## src/inc/lmap_pkg.sv

```systemverilog
// Constants for the lower page of the module management map.
// Assumes one 40 MHz core clock.
package lmap_pkg;
   // Lower page layout
   localparam logic [7:0] LMAP_ADDR_IDENT     = 8'h00;
   localparam logic [7:0] LMAP_ADDR_STATUS    = 8'h02;
   localparam logic [7:0] LMAP_ADDR_RX_LOSS   = 8'h03;
   localparam logic [7:0] LMAP_ADDR_TX_FAULT  = 8'h04;
   localparam logic [7:0] LMAP_MON_FLAG_FIRST = 8'h06;
   localparam logic [7:0] LMAP_MON_FLAG_LAST  = 8'h15;
   localparam logic [7:0] LMAP_MON_FIRST      = 8'h16;
   localparam logic [7:0] LMAP_MON_LAST       = 8'h51;
   localparam logic [7:0] LMAP_CTRL_FIRST     = 8'h56;
   localparam logic [7:0] LMAP_CTRL_LAST      = 8'h61;
   localparam logic [7:0] LMAP_MASK_FIRST     = 8'h64;
   localparam logic [7:0] LMAP_MASK_LAST      = 8'h6a;
   localparam logic [7:0] LMAP_MASK_RX_LOSS   = 8'h64;
   localparam logic [7:0] LMAP_MASK_TX_FAULT  = 8'h65;
   localparam logic [7:0] LMAP_ADDR_PAGE_SEL  = 8'h7f;
   localparam logic [7:0] LMAP_UPPER_IDENT    = 8'h80;
   // Sizes
   localparam int LMAP_CHANNELS   = 4;
   localparam int LMAP_CTRL_BYTES = 12;
   localparam int LMAP_MASK_BYTES = 7;
   localparam int LMAP_MON_BYTES  = 60;
   localparam int LMAP_MFLG_BYTES = 16;
   localparam int LMAP_UPPER_DEPTH = 256;
   // Status byte fields
   localparam int LMAP_ST_PAGED_BIT = 2;
   localparam int LMAP_ST_INTN_BIT  = 1;
   localparam int LMAP_ST_DNR_BIT   = 0;
   // Upper page numbers
   localparam logic [7:0] LMAP_PAGE_00 = 8'h00;
   localparam logic [7:0] LMAP_PAGE_02 = 8'h02;
   localparam logic [7:0] LMAP_PAGE_03 = 8'h03;
   // Serial byte framing
   localparam logic [3:0] LMAP_BYTE_BITS = 4'h8;
   localparam logic [3:0] LMAP_LAST_BIT  = 4'h7;
   // Timing
   localparam int LMAP_CLK_KHZ          = 40_000;
   localparam int LMAP_T_MON_READY_MS   = 2000;
   localparam int LMAP_MON_READY_CYCLES = LMAP_T_MON_READY_MS * LMAP_CLK_KHZ;
   // Serial slave states
   typedef enum logic [2:0] {
      LMAP_SER_IDLE = 3'b000,
      LMAP_SER_DEV  = 3'b001,
      LMAP_SER_OFFS = 3'b010,
      LMAP_SER_WDAT = 3'b011,
      LMAP_SER_ACK  = 3'b100,
      LMAP_SER_RDAT = 3'b101,
      LMAP_SER_RACK = 3'b110
   } lmap_ser_state_e;
endpackage : lmap_pkg

```

## src/inc/lmap_acc_if.sv

```systemverilog
// Byte access path between the serial slave and the lower page map.
// Assumes both ends run on the core clock; strobes are one cycle wide.
`timescale 1ns/1ps
interface lmap_acc_if;
   logic [7:0] addr;
   logic [7:0] wdata;
   logic       wr_stb;
   logic       rd_stb;
   logic [7:0] rd_val;
   logic [7:0] rdata;
   modport serial (output addr, output wdata, output wr_stb, output rd_stb, output rd_val, input rdata);
   modport map    (input addr, input wdata, input wr_stb, input rd_stb, input rd_val, output rdata);
endinterface : lmap_acc_if

```

## src/hw/lmap_lower_page.sv

```systemverilog
// Lower page of the module management map with upper pages 00, 02 and 03.
// Assumes one core clock, power-on reset on rst_in and a host on the 2-wire bus.
`timescale 1ns/1ps

// Notes on behaviour
// Lower page of 128 bytes, 0 to 127, reachable whatever page is selected.
// Byte 127 selects which upper page answers addresses 128 to 255.
// Upper pages 00, 02, 03 exist; page 01 and others read zero.
// Byte 0 returns the identifier, same value as upper page 00 byte 128.
// Host may write control bytes 86-97 and mask bytes 100-106.
// Bytes 0 to 85 ignore writes.
// Status byte 2 bit 2 reads one, meaning paged upper memory.
// Status byte 2 bit 1 mirrors the interrupt pin level.
// Status byte 2 bit 0 high from power-up until monitors are valid.
// Once low, the monitor-pending bit stays low until power is removed.
// Flag bytes 3 to 21 read zero normally, ones on fault conditions.
// Byte 3 bits 0-3 latch receive signal loss for channels 1-4.
// Byte 4 bits 0-3 latch transmit fault for channels 1-4.
// Reserved bytes and bits read zero; writes to them are ignored.
// Flag set and interrupt asserted within 200 ms of the condition.
// Reading a flag clears it; interrupt releases within 500 us after. Monitor flag bytes 6-21 are not cleared by a read here.
// Monitor-pending clears and interrupt asserts within 2000 ms of power-up.
// Mask set or cleared takes effect on the interrupt within 100 ms. Only bits 0-3 of bytes 100 and 101 gate it here.
module lmap_lower_page
   import lmap_pkg::*;
#(
   parameter logic [7:0] IDENT_CODE        = 8'h5a,
   parameter logic [6:0] BUS_ADDR          = 7'h50,
   parameter int         MON_READY_CYCLES  = LMAP_MON_READY_CYCLES,
   parameter int         CHANNELS          = LMAP_CHANNELS
) (
   // Clock and reset
   input  wire logic                          core_clk_in,
   input  wire logic                          rst_in,
   // 2-wire serial bus
   input  wire logic                          scl_in,
   input  wire logic                          sda_in,
   output logic                               sda_out,
   output logic                               sda_oe_out,
   // Interrupt pin
   output logic                               interrupt_out_n,
   // Channel conditions
   input  wire logic [CHANNELS-1:0]           rx_signal_loss_ch_in,
   input  wire logic [CHANNELS-1:0]           tx_fault_ch_in,
   // Monitor side
   input  wire logic                          monitor_valid_in,
   input  wire logic [LMAP_MON_BYTES*8-1:0]   monitor_values_in,
   input  wire logic [LMAP_MFLG_BYTES*8-1:0]  monitor_flags_in,
   // Control state toward the module
   output logic [LMAP_CTRL_BYTES*8-1:0]       control_bytes_out,
   output logic [7:0]                         page_select_out
);
   // Identifier value is arbitrary, not tied to any real code
   localparam int TW = $clog2(MON_READY_CYCLES + 1);

   lmap_acc_if acc ();

   logic [7:0]          ctrl_q [LMAP_CTRL_BYTES];
   logic [7:0]          mask_q [LMAP_MASK_BYTES];
   logic [7:0]          upper_mem [LMAP_UPPER_DEPTH];
   logic [7:0]          page_q;
   logic                dnr_q;
   logic [TW-1:0]       mon_timer_q;
   logic                ready_evt_q;
   logic                int_n_q;
   logic                sda_out_q;
   logic [CHANNELS-1:0] rx_flags;
   logic [CHANNELS-1:0] tx_flags;
   logic                dnr_clear;
   logic                int_req;
   logic [7:0]          status_w;
   logic [7:0]          rdata_w;
   logic [3:0]          ctrl_idx;
   logic [2:0]          mask_idx;
   logic [5:0]          mon_idx;
   logic [3:0]          mflg_idx;
   logic                upper_rw_page;

   function automatic logic in_range(input logic [7:0] a, input logic [7:0] lo, input logic [7:0] hi);
      in_range = (a >= lo) && (a <= hi);
   endfunction : in_range

   lmap_serial_slave #(
      .BUS_ADDR (BUS_ADDR)
   ) u_serial (
      .core_clk_in (core_clk_in),
      .rst_in      (rst_in),
      .scl_in      (scl_in),
      .sda_in      (sda_in),
      .sda_oe_out  (sda_oe_out),
      .acc         (acc.serial)
   );

   // receive loss latches, cleared by reading byte 3
   lmap_flag_latch #(
      .WIDTH (CHANNELS)
   ) u_rx_loss (
      .core_clk_in (core_clk_in),
      .rst_in      (rst_in),
      .cond_in     (rx_signal_loss_ch_in),
      .clr_in      (acc.rd_stb && (acc.addr == LMAP_ADDR_RX_LOSS)),
      .clr_bits_in (acc.rd_val[CHANNELS-1:0]),
      .flags_out   (rx_flags)
   );

   // transmit fault latches, cleared by reading byte 4
   lmap_flag_latch #(
      .WIDTH (CHANNELS)
   ) u_tx_fault (
      .core_clk_in (core_clk_in),
      .rst_in      (rst_in),
      .cond_in     (tx_fault_ch_in),
      .clr_in      (acc.rd_stb && (acc.addr == LMAP_ADDR_TX_FAULT)),
      .clr_bits_in (acc.rd_val[CHANNELS-1:0]),
      .flags_out   (tx_flags)
   );

   assign ctrl_idx      = 4'(acc.addr - LMAP_CTRL_FIRST);
   assign mask_idx      = 3'(acc.addr - LMAP_MASK_FIRST);
   assign mon_idx       = 6'(acc.addr - LMAP_MON_FIRST);
   assign mflg_idx      = 4'(acc.addr - LMAP_MON_FLAG_FIRST);
   assign upper_rw_page = (page_q == LMAP_PAGE_02) || (page_q == LMAP_PAGE_03);

   // control bytes take host writes
   always_ff @(posedge core_clk_in) begin
      if (rst_in) begin
         for (int i = 0; i < LMAP_CTRL_BYTES; i++) begin
            ctrl_q[i] <= '0;
         end
      end else if (acc.wr_stb && in_range(acc.addr, LMAP_CTRL_FIRST, LMAP_CTRL_LAST)) begin
         ctrl_q[ctrl_idx] <= acc.wdata;
      end
   end

   // mask bytes take host writes
   always_ff @(posedge core_clk_in) begin
      if (rst_in) begin
         for (int i = 0; i < LMAP_MASK_BYTES; i++) begin
            mask_q[i] <= '0;
         end
      end else if (acc.wr_stb && in_range(acc.addr, LMAP_MASK_FIRST, LMAP_MASK_LAST)) begin
         mask_q[mask_idx] <= acc.wdata;
      end
   end

   // page select register
   always_ff @(posedge core_clk_in) begin
      if (rst_in) begin
         page_q <= LMAP_PAGE_00;
      end else if (acc.wr_stb && (acc.addr == LMAP_ADDR_PAGE_SEL)) begin
         page_q <= acc.wdata;
      end
   end

   // pages 02 and 03 share one array; page bit 0 picks the half
   always_ff @(posedge core_clk_in) begin
      if (acc.wr_stb && acc.addr[7] && upper_rw_page) begin
         upper_mem[{page_q[0], acc.addr[6:0]}] <= acc.wdata;
      end
   end

   // timer bounds the wait for monitor data
   always_ff @(posedge core_clk_in) begin
      if (rst_in) begin
         mon_timer_q <= '0;
      end else if (dnr_q && !dnr_clear) begin
         mon_timer_q <= mon_timer_q + 1'b1;
      end
   end

   assign dnr_clear = dnr_q && (monitor_valid_in || (mon_timer_q == TW'(MON_READY_CYCLES - 1)));

   // pending from power-up; R10 nothing but reset sets it again
   always_ff @(posedge core_clk_in) begin
      if (rst_in) begin
         dnr_q <= 1'b1;
      end else if (dnr_clear) begin
         dnr_q <= 1'b0;
      end
   end

   // data-ready event drives the interrupt until status is read
   always_ff @(posedge core_clk_in) begin
      if (rst_in) begin
         ready_evt_q <= 1'b0;
      end else if (dnr_clear) begin
         ready_evt_q <= 1'b1;
      end else if (acc.rd_stb && (acc.addr == LMAP_ADDR_STATUS)) begin
         ready_evt_q <= 1'b0;
      end
   end

   // masks gate the channel flags combinationally, so they act within cycles
   assign int_req = |(rx_flags & ~mask_q[3'(LMAP_MASK_RX_LOSS - LMAP_MASK_FIRST)][CHANNELS-1:0])
                  | |(tx_flags & ~mask_q[3'(LMAP_MASK_TX_FAULT - LMAP_MASK_FIRST)][CHANNELS-1:0])
                  | |monitor_flags_in
                  | ready_evt_q;

   // pin asserts a cycle after a flag sets; R16 releases after clear
   always_ff @(posedge core_clk_in) begin
      if (rst_in) begin
         int_n_q <= 1'b1;
      end else begin
         int_n_q <= ~int_req;
      end
   end

   // SDA is open drain: only ever pulled low
   always_ff @(posedge core_clk_in) begin
      sda_out_q <= 1'b0;
   end

   // paged; R8 pin mirror; R9 pending bit; R14 rest zero
   always_comb begin
      status_w                    = '0;
      status_w[LMAP_ST_PAGED_BIT] = 1'b1;
      status_w[LMAP_ST_INTN_BIT]  = int_n_q;
      status_w[LMAP_ST_DNR_BIT]   = dnr_q;
   end

   // lower page decodes regardless of page select
   always_comb begin
      rdata_w = '0;
      if (acc.addr[7]) begin
         // identifier repeated at upper page 00 byte 128
         if ((page_q == LMAP_PAGE_00) && (acc.addr == LMAP_UPPER_IDENT)) begin
            rdata_w = IDENT_CODE;
         end else if (upper_rw_page) begin
            rdata_w = upper_mem[{page_q[0], acc.addr[6:0]}];
         end
      end else if (acc.addr == LMAP_ADDR_IDENT) begin
         // identifier byte
         rdata_w = IDENT_CODE;
      end else if (acc.addr == LMAP_ADDR_STATUS) begin
         rdata_w = status_w;
      end else if (acc.addr == LMAP_ADDR_RX_LOSS) begin
         // upper nibble reserved
         rdata_w[CHANNELS-1:0] = rx_flags;
      end else if (acc.addr == LMAP_ADDR_TX_FAULT) begin
         // upper nibble reserved
         rdata_w[CHANNELS-1:0] = tx_flags;
      end else if (in_range(acc.addr, LMAP_MON_FLAG_FIRST, LMAP_MON_FLAG_LAST)) begin
         // monitor flags as latched by the monitor logic
         rdata_w = monitor_flags_in[mflg_idx*8 +: 8];
      end else if (in_range(acc.addr, LMAP_MON_FIRST, LMAP_MON_LAST)) begin
         // monitor values are read only
         rdata_w = monitor_values_in[mon_idx*8 +: 8];
      end else if (in_range(acc.addr, LMAP_CTRL_FIRST, LMAP_CTRL_LAST)) begin
         rdata_w = ctrl_q[ctrl_idx];
      end else if (in_range(acc.addr, LMAP_MASK_FIRST, LMAP_MASK_LAST)) begin
         rdata_w = mask_q[mask_idx];
      end else if (acc.addr == LMAP_ADDR_PAGE_SEL) begin
         rdata_w = page_q;
      end
   end

   assign acc.rdata = rdata_w;

   genvar g;
   generate
      for (g = 0; g < LMAP_CTRL_BYTES; g++) begin : g_ctrl_out
         assign control_bytes_out[g*8 +: 8] = ctrl_q[g];
      end
   endgenerate

   assign page_select_out = page_q;
   assign interrupt_out_n = int_n_q;
   assign sda_out         = sda_out_q;
endmodule : lmap_lower_page

```

## src/hw/lmap_flag_latch.sv

```systemverilog
// Latched condition flags, set on a rising condition and cleared by a read.
// Assumes condition inputs are asynchronous pins.
`timescale 1ns/1ps
module lmap_flag_latch
   import lmap_pkg::*;
#(
   parameter int WIDTH = LMAP_CHANNELS
) (
   // Clock and reset
   input  wire logic             core_clk_in,
   input  wire logic             rst_in,
   // Conditions and clearing
   input  wire logic [WIDTH-1:0] cond_in,
   input  wire logic             clr_in,
   input  wire logic [WIDTH-1:0] clr_bits_in,
   // Latched flags
   output logic      [WIDTH-1:0] flags_out
);
   logic [WIDTH-1:0] sync0_q;
   logic [WIDTH-1:0] sync1_q;
   logic [WIDTH-1:0] sync2_q;
   logic [WIDTH-1:0] filt_q;
   logic [WIDTH-1:0] filt_d;
   logic [WIDTH-1:0] flags_q;

   // A level counts only once the second and third stage agree
   assign filt_d = ((sync1_q ~^ sync2_q) & sync2_q) | ((sync1_q ^ sync2_q) & filt_q);

   always_ff @(posedge core_clk_in) begin
      if (rst_in) begin
         sync0_q <= '0;
         sync1_q <= '0;
         sync2_q <= '0;
         filt_q  <= '0;
      end else begin
         sync0_q <= cond_in;
         sync1_q <= sync0_q;
         sync2_q <= sync1_q;
         filt_q  <= filt_d;
      end
   end

   // clear only reported bits; R11 set wins
   always_ff @(posedge core_clk_in) begin
      if (rst_in) begin
         flags_q <= '0;
      end else begin
         flags_q <= (flags_q & ~(clr_in ? clr_bits_in : '0)) | (filt_d & ~filt_q);
      end
   end

   assign flags_out = flags_q;
endmodule : lmap_flag_latch

```

## src/hw/lmap_serial_slave.sv

```systemverilog
// 2-wire serial slave with an auto-incrementing byte pointer.
// Assumes open-drain SDA resolved outside; pins are asynchronous.
`timescale 1ns/1ps
module lmap_serial_slave
   import lmap_pkg::*;
#(
   parameter logic [6:0] BUS_ADDR = 7'h50
) (
   // Clock and reset
   input  wire logic  core_clk_in,
   input  wire logic  rst_in,
   // Serial pins
   input  wire logic  scl_in,
   input  wire logic  sda_in,
   output logic       sda_oe_out,
   // Byte access toward the map
   lmap_acc_if.serial acc
);
   logic [2:0]      scl_s_q;
   logic [2:0]      sda_s_q;
   logic            scl_f_q;
   logic            sda_f_q;
   logic            scl_p_q;
   logic            sda_p_q;
   lmap_ser_state_e state_q;
   lmap_ser_state_e next_q;
   logic [3:0]      cnt_q;
   logic [7:0]      sh_q;
   logic [7:0]      rbyte_q;
   logic [7:0]      ptr_q;
   logic            oe_q;
   logic            acked_q;
   logic            wr_stb_q;
   logic            rd_stb_q;
   logic            scl_rise;
   logic            scl_fall;
   logic            start_w;
   logic            stop_w;
   logic            byte_done;

   always_ff @(posedge core_clk_in) begin
      if (rst_in) begin
         scl_s_q <= 3'h7;
         sda_s_q <= 3'h7;
         scl_f_q <= 1'b1;
         sda_f_q <= 1'b1;
         scl_p_q <= 1'b1;
         sda_p_q <= 1'b1;
      end else begin
         scl_s_q <= {scl_s_q[1:0], scl_in};
         sda_s_q <= {sda_s_q[1:0], sda_in};
         if (scl_s_q[1] == scl_s_q[2]) begin
            scl_f_q <= scl_s_q[2];
         end
         if (sda_s_q[1] == sda_s_q[2]) begin
            sda_f_q <= sda_s_q[2];
         end
         scl_p_q <= scl_f_q;
         sda_p_q <= sda_f_q;
      end
   end

   assign scl_rise  = scl_f_q & ~scl_p_q;
   assign scl_fall  = ~scl_f_q & scl_p_q;
   assign start_w   = scl_f_q & scl_p_q & sda_p_q & ~sda_f_q;
   assign stop_w    = scl_f_q & scl_p_q & ~sda_p_q & sda_f_q;
   assign byte_done = scl_fall && (cnt_q == LMAP_BYTE_BITS);

   always_ff @(posedge core_clk_in) begin
      if (rst_in) begin
         state_q <= LMAP_SER_IDLE;
         next_q  <= LMAP_SER_IDLE;
         cnt_q   <= '0;
         sh_q    <= '0;
         rbyte_q <= '0;
         oe_q    <= 1'b0;
         acked_q <= 1'b0;
      end else if (start_w) begin
         state_q <= LMAP_SER_DEV;
         cnt_q   <= '0;
         oe_q    <= 1'b0;
      end else if (stop_w) begin
         state_q <= LMAP_SER_IDLE;
         oe_q    <= 1'b0;
      end else begin
         case (state_q)
            LMAP_SER_DEV, LMAP_SER_OFFS, LMAP_SER_WDAT: begin
               if (scl_rise) begin
                  sh_q  <= {sh_q[6:0], sda_f_q};
                  cnt_q <= cnt_q + 4'h1;
               end else if (byte_done) begin
                  oe_q    <= 1'b1;
                  state_q <= LMAP_SER_ACK;
                  if (state_q == LMAP_SER_DEV) begin
                     next_q <= sh_q[0] ? LMAP_SER_RDAT : LMAP_SER_OFFS;
                     if (sh_q[7:1] != BUS_ADDR) begin
                        // Not our address: stay silent until the next start
                        oe_q    <= 1'b0;
                        state_q <= LMAP_SER_IDLE;
                     end
                  end else begin
                     next_q <= LMAP_SER_WDAT;
                  end
               end
            end
            LMAP_SER_ACK: begin
               if (scl_fall) begin
                  cnt_q   <= '0;
                  state_q <= next_q;
                  oe_q    <= (next_q == LMAP_SER_RDAT) ? ~acc.rdata[7] : 1'b0;
                  sh_q    <= acc.rdata;
                  rbyte_q <= acc.rdata;
               end
            end
            LMAP_SER_RDAT: begin
               if (scl_fall) begin
                  cnt_q <= cnt_q + 4'h1;
                  sh_q  <= {sh_q[6:0], 1'b0};
                  oe_q  <= ~sh_q[6];
                  if (cnt_q == LMAP_LAST_BIT) begin
                     oe_q    <= 1'b0;
                     state_q <= LMAP_SER_RACK;
                  end
               end
            end
            LMAP_SER_RACK: begin
               if (scl_rise) begin
                  acked_q <= ~sda_f_q;
               end else if (scl_fall) begin
                  cnt_q   <= '0;
                  state_q <= acked_q ? LMAP_SER_RDAT : LMAP_SER_IDLE;
                  oe_q    <= acked_q & ~acc.rdata[7];
                  sh_q    <= acc.rdata;
                  rbyte_q <= acc.rdata;
               end
            end
            default: begin
               state_q <= LMAP_SER_IDLE;
               oe_q    <= 1'b0;
            end
         endcase
      end
   end

   // Strobes land one cycle after the byte so the pointer still names it
   always_ff @(posedge core_clk_in) begin
      if (rst_in) begin
         wr_stb_q <= 1'b0;
         rd_stb_q <= 1'b0;
      end else begin
         wr_stb_q <= (state_q == LMAP_SER_WDAT) && byte_done && !start_w && !stop_w;
         rd_stb_q <= (state_q == LMAP_SER_RACK) && scl_rise && !start_w && !stop_w;
      end
   end

   // pointer stays put across transactions
   always_ff @(posedge core_clk_in) begin
      if (rst_in) begin
         ptr_q <= '0;
      end else if ((state_q == LMAP_SER_OFFS) && byte_done && !start_w && !stop_w) begin
         ptr_q <= sh_q;
      end else if (wr_stb_q || rd_stb_q) begin
         ptr_q <= ptr_q + 8'h01;
      end
   end

   assign acc.addr   = ptr_q;
   assign acc.wdata  = sh_q;
   assign acc.wr_stb = wr_stb_q;
   assign acc.rd_stb = rd_stb_q;
   assign acc.rd_val = rbyte_q;
   assign sda_oe_out = oe_q;
endmodule : lmap_serial_slave

```

## config.mk

```make
export PLATFORM = sky130hd
export DESIGN_NAME = lmap_lower_page
export DESIGN_NICKNAME = d
export VERILOG_FILES = /design/src/inc/lmap_pkg.sv /design/src/inc/lmap_acc_if.sv /design/src/hw/lmap_lower_page.sv /design/src/hw/lmap_flag_latch.sv /design/src/hw/lmap_serial_slave.sv
export SDC_FILE = /design/constraint.sdc
export NUM_CORES = 2
export LEC_CHECK = 0
export BUFFER_PORTS_ARGS = -buffer_cell sky130_fd_sc_hd__buf_2
export CORE_UTILIZATION = 35
export DETAILED_ROUTE_END_ITERATION = 16
export GPL_ROUTABILITY_DRIVEN = 0
export GPL_TIMING_DRIVEN = 0
export PLACE_DENSITY_LB_ADDON = 0.1
export SLEW_MARGIN = 25
export SYNTH_ARGS = -nofsm -noshare
export SYNTH_HDL_FRONTEND = slang
export SYNTH_SLANG_ARGS = --single-unit
```

## constraint.sdc

```tcl
create_clock -name core_clk_in -period 7.2 [get_ports core_clk_in]
set_clock_uncertainty 0.05 [all_clocks]
set_input_delay 0.72 -clock core_clk_in [delete_from_list [all_inputs] [get_ports core_clk_in]]
set_output_delay 0.72 -clock core_clk_in [all_outputs]
set_load 0.005 [all_outputs]
```

==> flow_summary.toml <==
[die]
io_pins = 728
fp.dieW_um = 534
rows = 195
die_h_um = 534
start_util = 0.352
fp.coreArea_mm2 = 0.282
dieArea_mm2 = 0.286

[routing]
ant_nets = 0
m1WireLength_mm = 192
wl_met2_mm = 235
wl_met3_mm = 65.8
routed_wl_mm = 545
top_layer_used = "met5"
drt_iter0_drc = 12800
wire_per_inst_um = 52.1
route.detailed.drc = 0
drtPass1Iterations = 9
via_per_inst = 6.54
num_vias = 68300

[final_layout]
syn_to_final_growth_pct = 19.4
drive_above_1_share = 0.337
fillers = 25400
multi_input_area_mm2 = 0.0277
seq_area_mm2 = 0.0697
final_common_cell = "edfxtp_1"
final_cell_mix = "2,232 x edfxtp_1, 819 x buf_2, 706 x mux4_2"
fin_nets = 7103
finalNonFillerCells = 10500
utilization = 0.420

[setup_path]
critPathMostFrequentCell = "buf_4"
slowest_delay_ns = 0.80
rrSetupSlack_ns = -0.33
startpoint_type = "register"
crit_path_cell_trace = "buf_4 > buf_2 > buf_4 > buf_4 > clkinv_1 > ha_1 > clkbuf_2 > buf_12 > buf_2 > clkbuf_2 > buf_12 > mux4_2 > mux2i_1 > nor3_1 > o31ai_1 > o311ai_1 > o211a_1"
endpoint_kind = "register"
worst_path_max_delay_cell = "mux2i_1"
crit_fanout = 13
crit_arrival_ns = 8.25
critPathBufInv = 10
r2r-start = "u_serial.acc.addr[1]"
ff2ff_path_depth = 17
required_ns = 7.92
setup.worst_path.class = "reg -> reg"
r2r-end = "u_serial.acc.wdata[0]"
crit_family = "buffers and inverters"

[placement]
portBuffers = 725
dp_cells = 9936
pre_cts_ws_ns = -0.182
dpl.hpwl_mm = 384

[sta]
setup_ws_ns = -0.329
fmax_mhz = 133
drv_slew = 0
post-route-period-util = 1.05
fin_crit_ns = 7.53
hold_viol_final = 0
maxSlewHeadroom = 0.166
setup_viol = 121
rsz0062_at_grt = "no"
worst_pin_slew_ns = 1.25

[synth]
synth-seq-area-share = 0.702
syn_avg_cell_area_um2 = 18.5
ys_types = 92
synth_edf_count = 2232
mappedNetlistArea_mm2 = 0.0992
ys_ff_latch = 2362
async_flop_share = 0
synth_cells = 5360
synthFlopType = "edfxtp_1"
ys.warnings.count = 0

[power_and_ir_drop]
power.switching_w = 0.00628
switching_share = 0.217
p_seq_frac = 0.517
p_total_w = 0.0290
internal-power_w = 0.0227
power.density_mw_per_mm2 = 245
ir_drop_v = 0.000178
p_leak_nw = 37.9
p_comb_frac = 0.022
p_clk_frac = 0.461

[clock_tree]
clk_path_buf_depth = 4
clk_pin_slew_ns = 0.06
clock-sinks = 2362
ctsHoldBuffers = 0
cts_buffers = 266
htreeDepth = 5
clock_latency_ns = 0.88
cts_tree = "built"
cts-root-buf = "clkbuf_16"

[grt]
grt_overflow_total = 0
grt_antenna_before_repair = 85
grt_pass1_vias = 62600
grt_max_degree = 69
grt_pass1_wl_mm = 680
grt_usage = 0.375

[run]
max-cap-violations = 0

[min_path]
min_path_type = "in -> reg"
min-delay-start = "tx_fault_ch_in[2]"
whs_path_depth = 2
whs_endpoint = "u_tx_fault.sync0_q[2]"

[outcome]
violations = "negative setup slack"
status = "finished, violations left"
[final cells by class]
class / count / area share
clock buffer: 329 / 0.0597
sequential: 2362 / 0.588
multi-input combinational: 2601 / 0.234
tap: 3743 / 0.0395
clock inverter: 127 / 0.00894
antenna: 61 / 0.00129
inverter: 39 / 0.00124
timing repair buffer: 827 / 0.0493
buffer: 366 / 0.0185
[per-layer routing]
| layer | global-route usage | vias up |
|---|---|---|
| li1 | - | 24300 |
| met1 | 0.458 | 36600 |
| met2 | 0.546 | 5966 |
| met3 | 0.118 | 1446 |
| met4 | 0.305 | 18 |
| met5 | 0 | - |
[power by group through the flow]
stage / Sequential [W] / Combinational [W] / Clock (W)
floorplan: 0.0153 / 0.000157 / 0
finish: 0.0150 / 0.000641 / 0.0134
CTS: 0.0150 / 0.000613 / 0.0133
global route: 0.0150 / 0.000650 / 0.0138
detailed placement: 0.0153 / 0.000609 / 0
global placement: 0.0154 / 0.000515 / 0
[synthesized netlist by cell type, types with 6 or more instances]
master     number  area share
a2111oi_0      11     0.00097
a211oi_1       23      0.0017
a21oi_1       108      0.0054
a221oi_1       22      0.0019
a22o_1         13      0.0011
a22oi_1       123      0.0093
a311oi_1        6     0.00053
a31oi_1        17      0.0011
a41oi_1         6     0.00053
and2_1        122      0.0077
and3_1         25      0.0016
buf_1          28      0.0011
buf_2          95      0.0048
buf_4          45      0.0034
buf_6          46      0.0052
clkbuf_1      148      0.0056
dfxtp_1       130       0.026
edfxtp_1     2232        0.68
ha_1           19      0.0024
inv_1          36      0.0014
mux2_2         12      0.0014
mux2i_1       149       0.015
mux4_1          6      0.0016
mux4_2        706        0.16
nand2_1       207      0.0078
nand2b_1        9     0.00057
nand3_1       105      0.0053
nand4_1        34      0.0021
nand4b_1        7     0.00062
nor2_1        457       0.017
nor2b_1        49      0.0031
nor3_1         24      0.0012
nor4_1         48      0.0030
nor4bb_1        6     0.00061
o2111ai_1       8     0.00071
o211ai_1       21      0.0016
o21ai_0        54      0.0027
o21ai_1         6     0.00030
o22ai_1        16      0.0010
or2_2          13     0.00082
or3_1          11     0.00069
or4_1          12     0.00091
xnor2_1        24      0.0021
xor2_1         10     0.00088
[sequential cells by signal, indices dropped and copies added, names as in the netlist, 8 cells and up]
| signal | count |
|---|---|
| upper_mem | 2048 |
| ctrl_q | 128 |
| mask_q | 64 |
| mon_timer_q | 27 |
| page_select_out | 8 |
| u_serial.acc.addr | 8 |
| u_serial.acc.wdata | 8 |
[kinds of logic (layout without fill, tap and decap cells)]
group,Yosys count,in the layout,synth area share
AND/OR/NAND/NOR,1160,1160,0.0566
multiplexers,873,873,0.178
buffers and inverters,405,1688,0.0222
other,1,70,0.0000378
AO/OA/AOI/OAI,502,502,0.0351
XOR/XNOR,38,38,0.00377
adder cells (fa/ha/maj),19,19,0.00240
flip-flops,2362,2362,0.702
[worst reg2reg max path, stage by stage (launching register included)]
cell      delay (ns)
dfxtp_1         0.46
buf_4           0.30
buf_2           0.44
buf_4           0.65
buf_4           0.59
clkinv_1        0.53
ha_1            0.45
clkbuf_2        0.12
buf_12          0.17
buf_2           0.64
clkbuf_2        0.32
buf_12          0.18
mux4_2          0.41
mux2i_1         0.80
nor3_1          0.28
o31ai_1         0.43
o311ai_1        0.35
o211a_1         0.24
[through the flow]
step           setup TNS (ns)  cell area [µm²]  hold slack [ns]
2_1_floorplan               0            99300            0.339
3_3_place_gp         -5851.00           108000            0.354
3_5_place_dp            -4.54           110000            0.349
4_1_cts                 -2.70           118000          0.00582
5_1_grt                     0           118000           0.0567
6_report               -15.74           118000           0.0378
[how the worst max path moves through the flow]
stage	from	end	cells after the start
global route	u_serial.acc.addr[1]	ctrl_q[2][2]	14
global placement	u_serial.acc.addr[1]	ctrl_q[0][2]	12
finish	u_serial.acc.addr[1]	u_serial.acc.wdata[0]	17
floorplan	u_serial.acc.wdata[6]	u_serial.acc.wdata[7]	3
CTS	u_serial.acc.addr[1]	ctrl_q[3][5]	13
detailed placement	u_serial.acc.addr[1]	ctrl_q[0][2]	13
[timing repair]
action / CTS / global route
gates cloned: 0 / 0
hold endpoints to repair: 0 / 0
buffers inserted: 0 / 0
endpoints found under the setup margin: 40 / 30
gates resized for setup: 4 / 4
(Power assumes the default switching activity.)
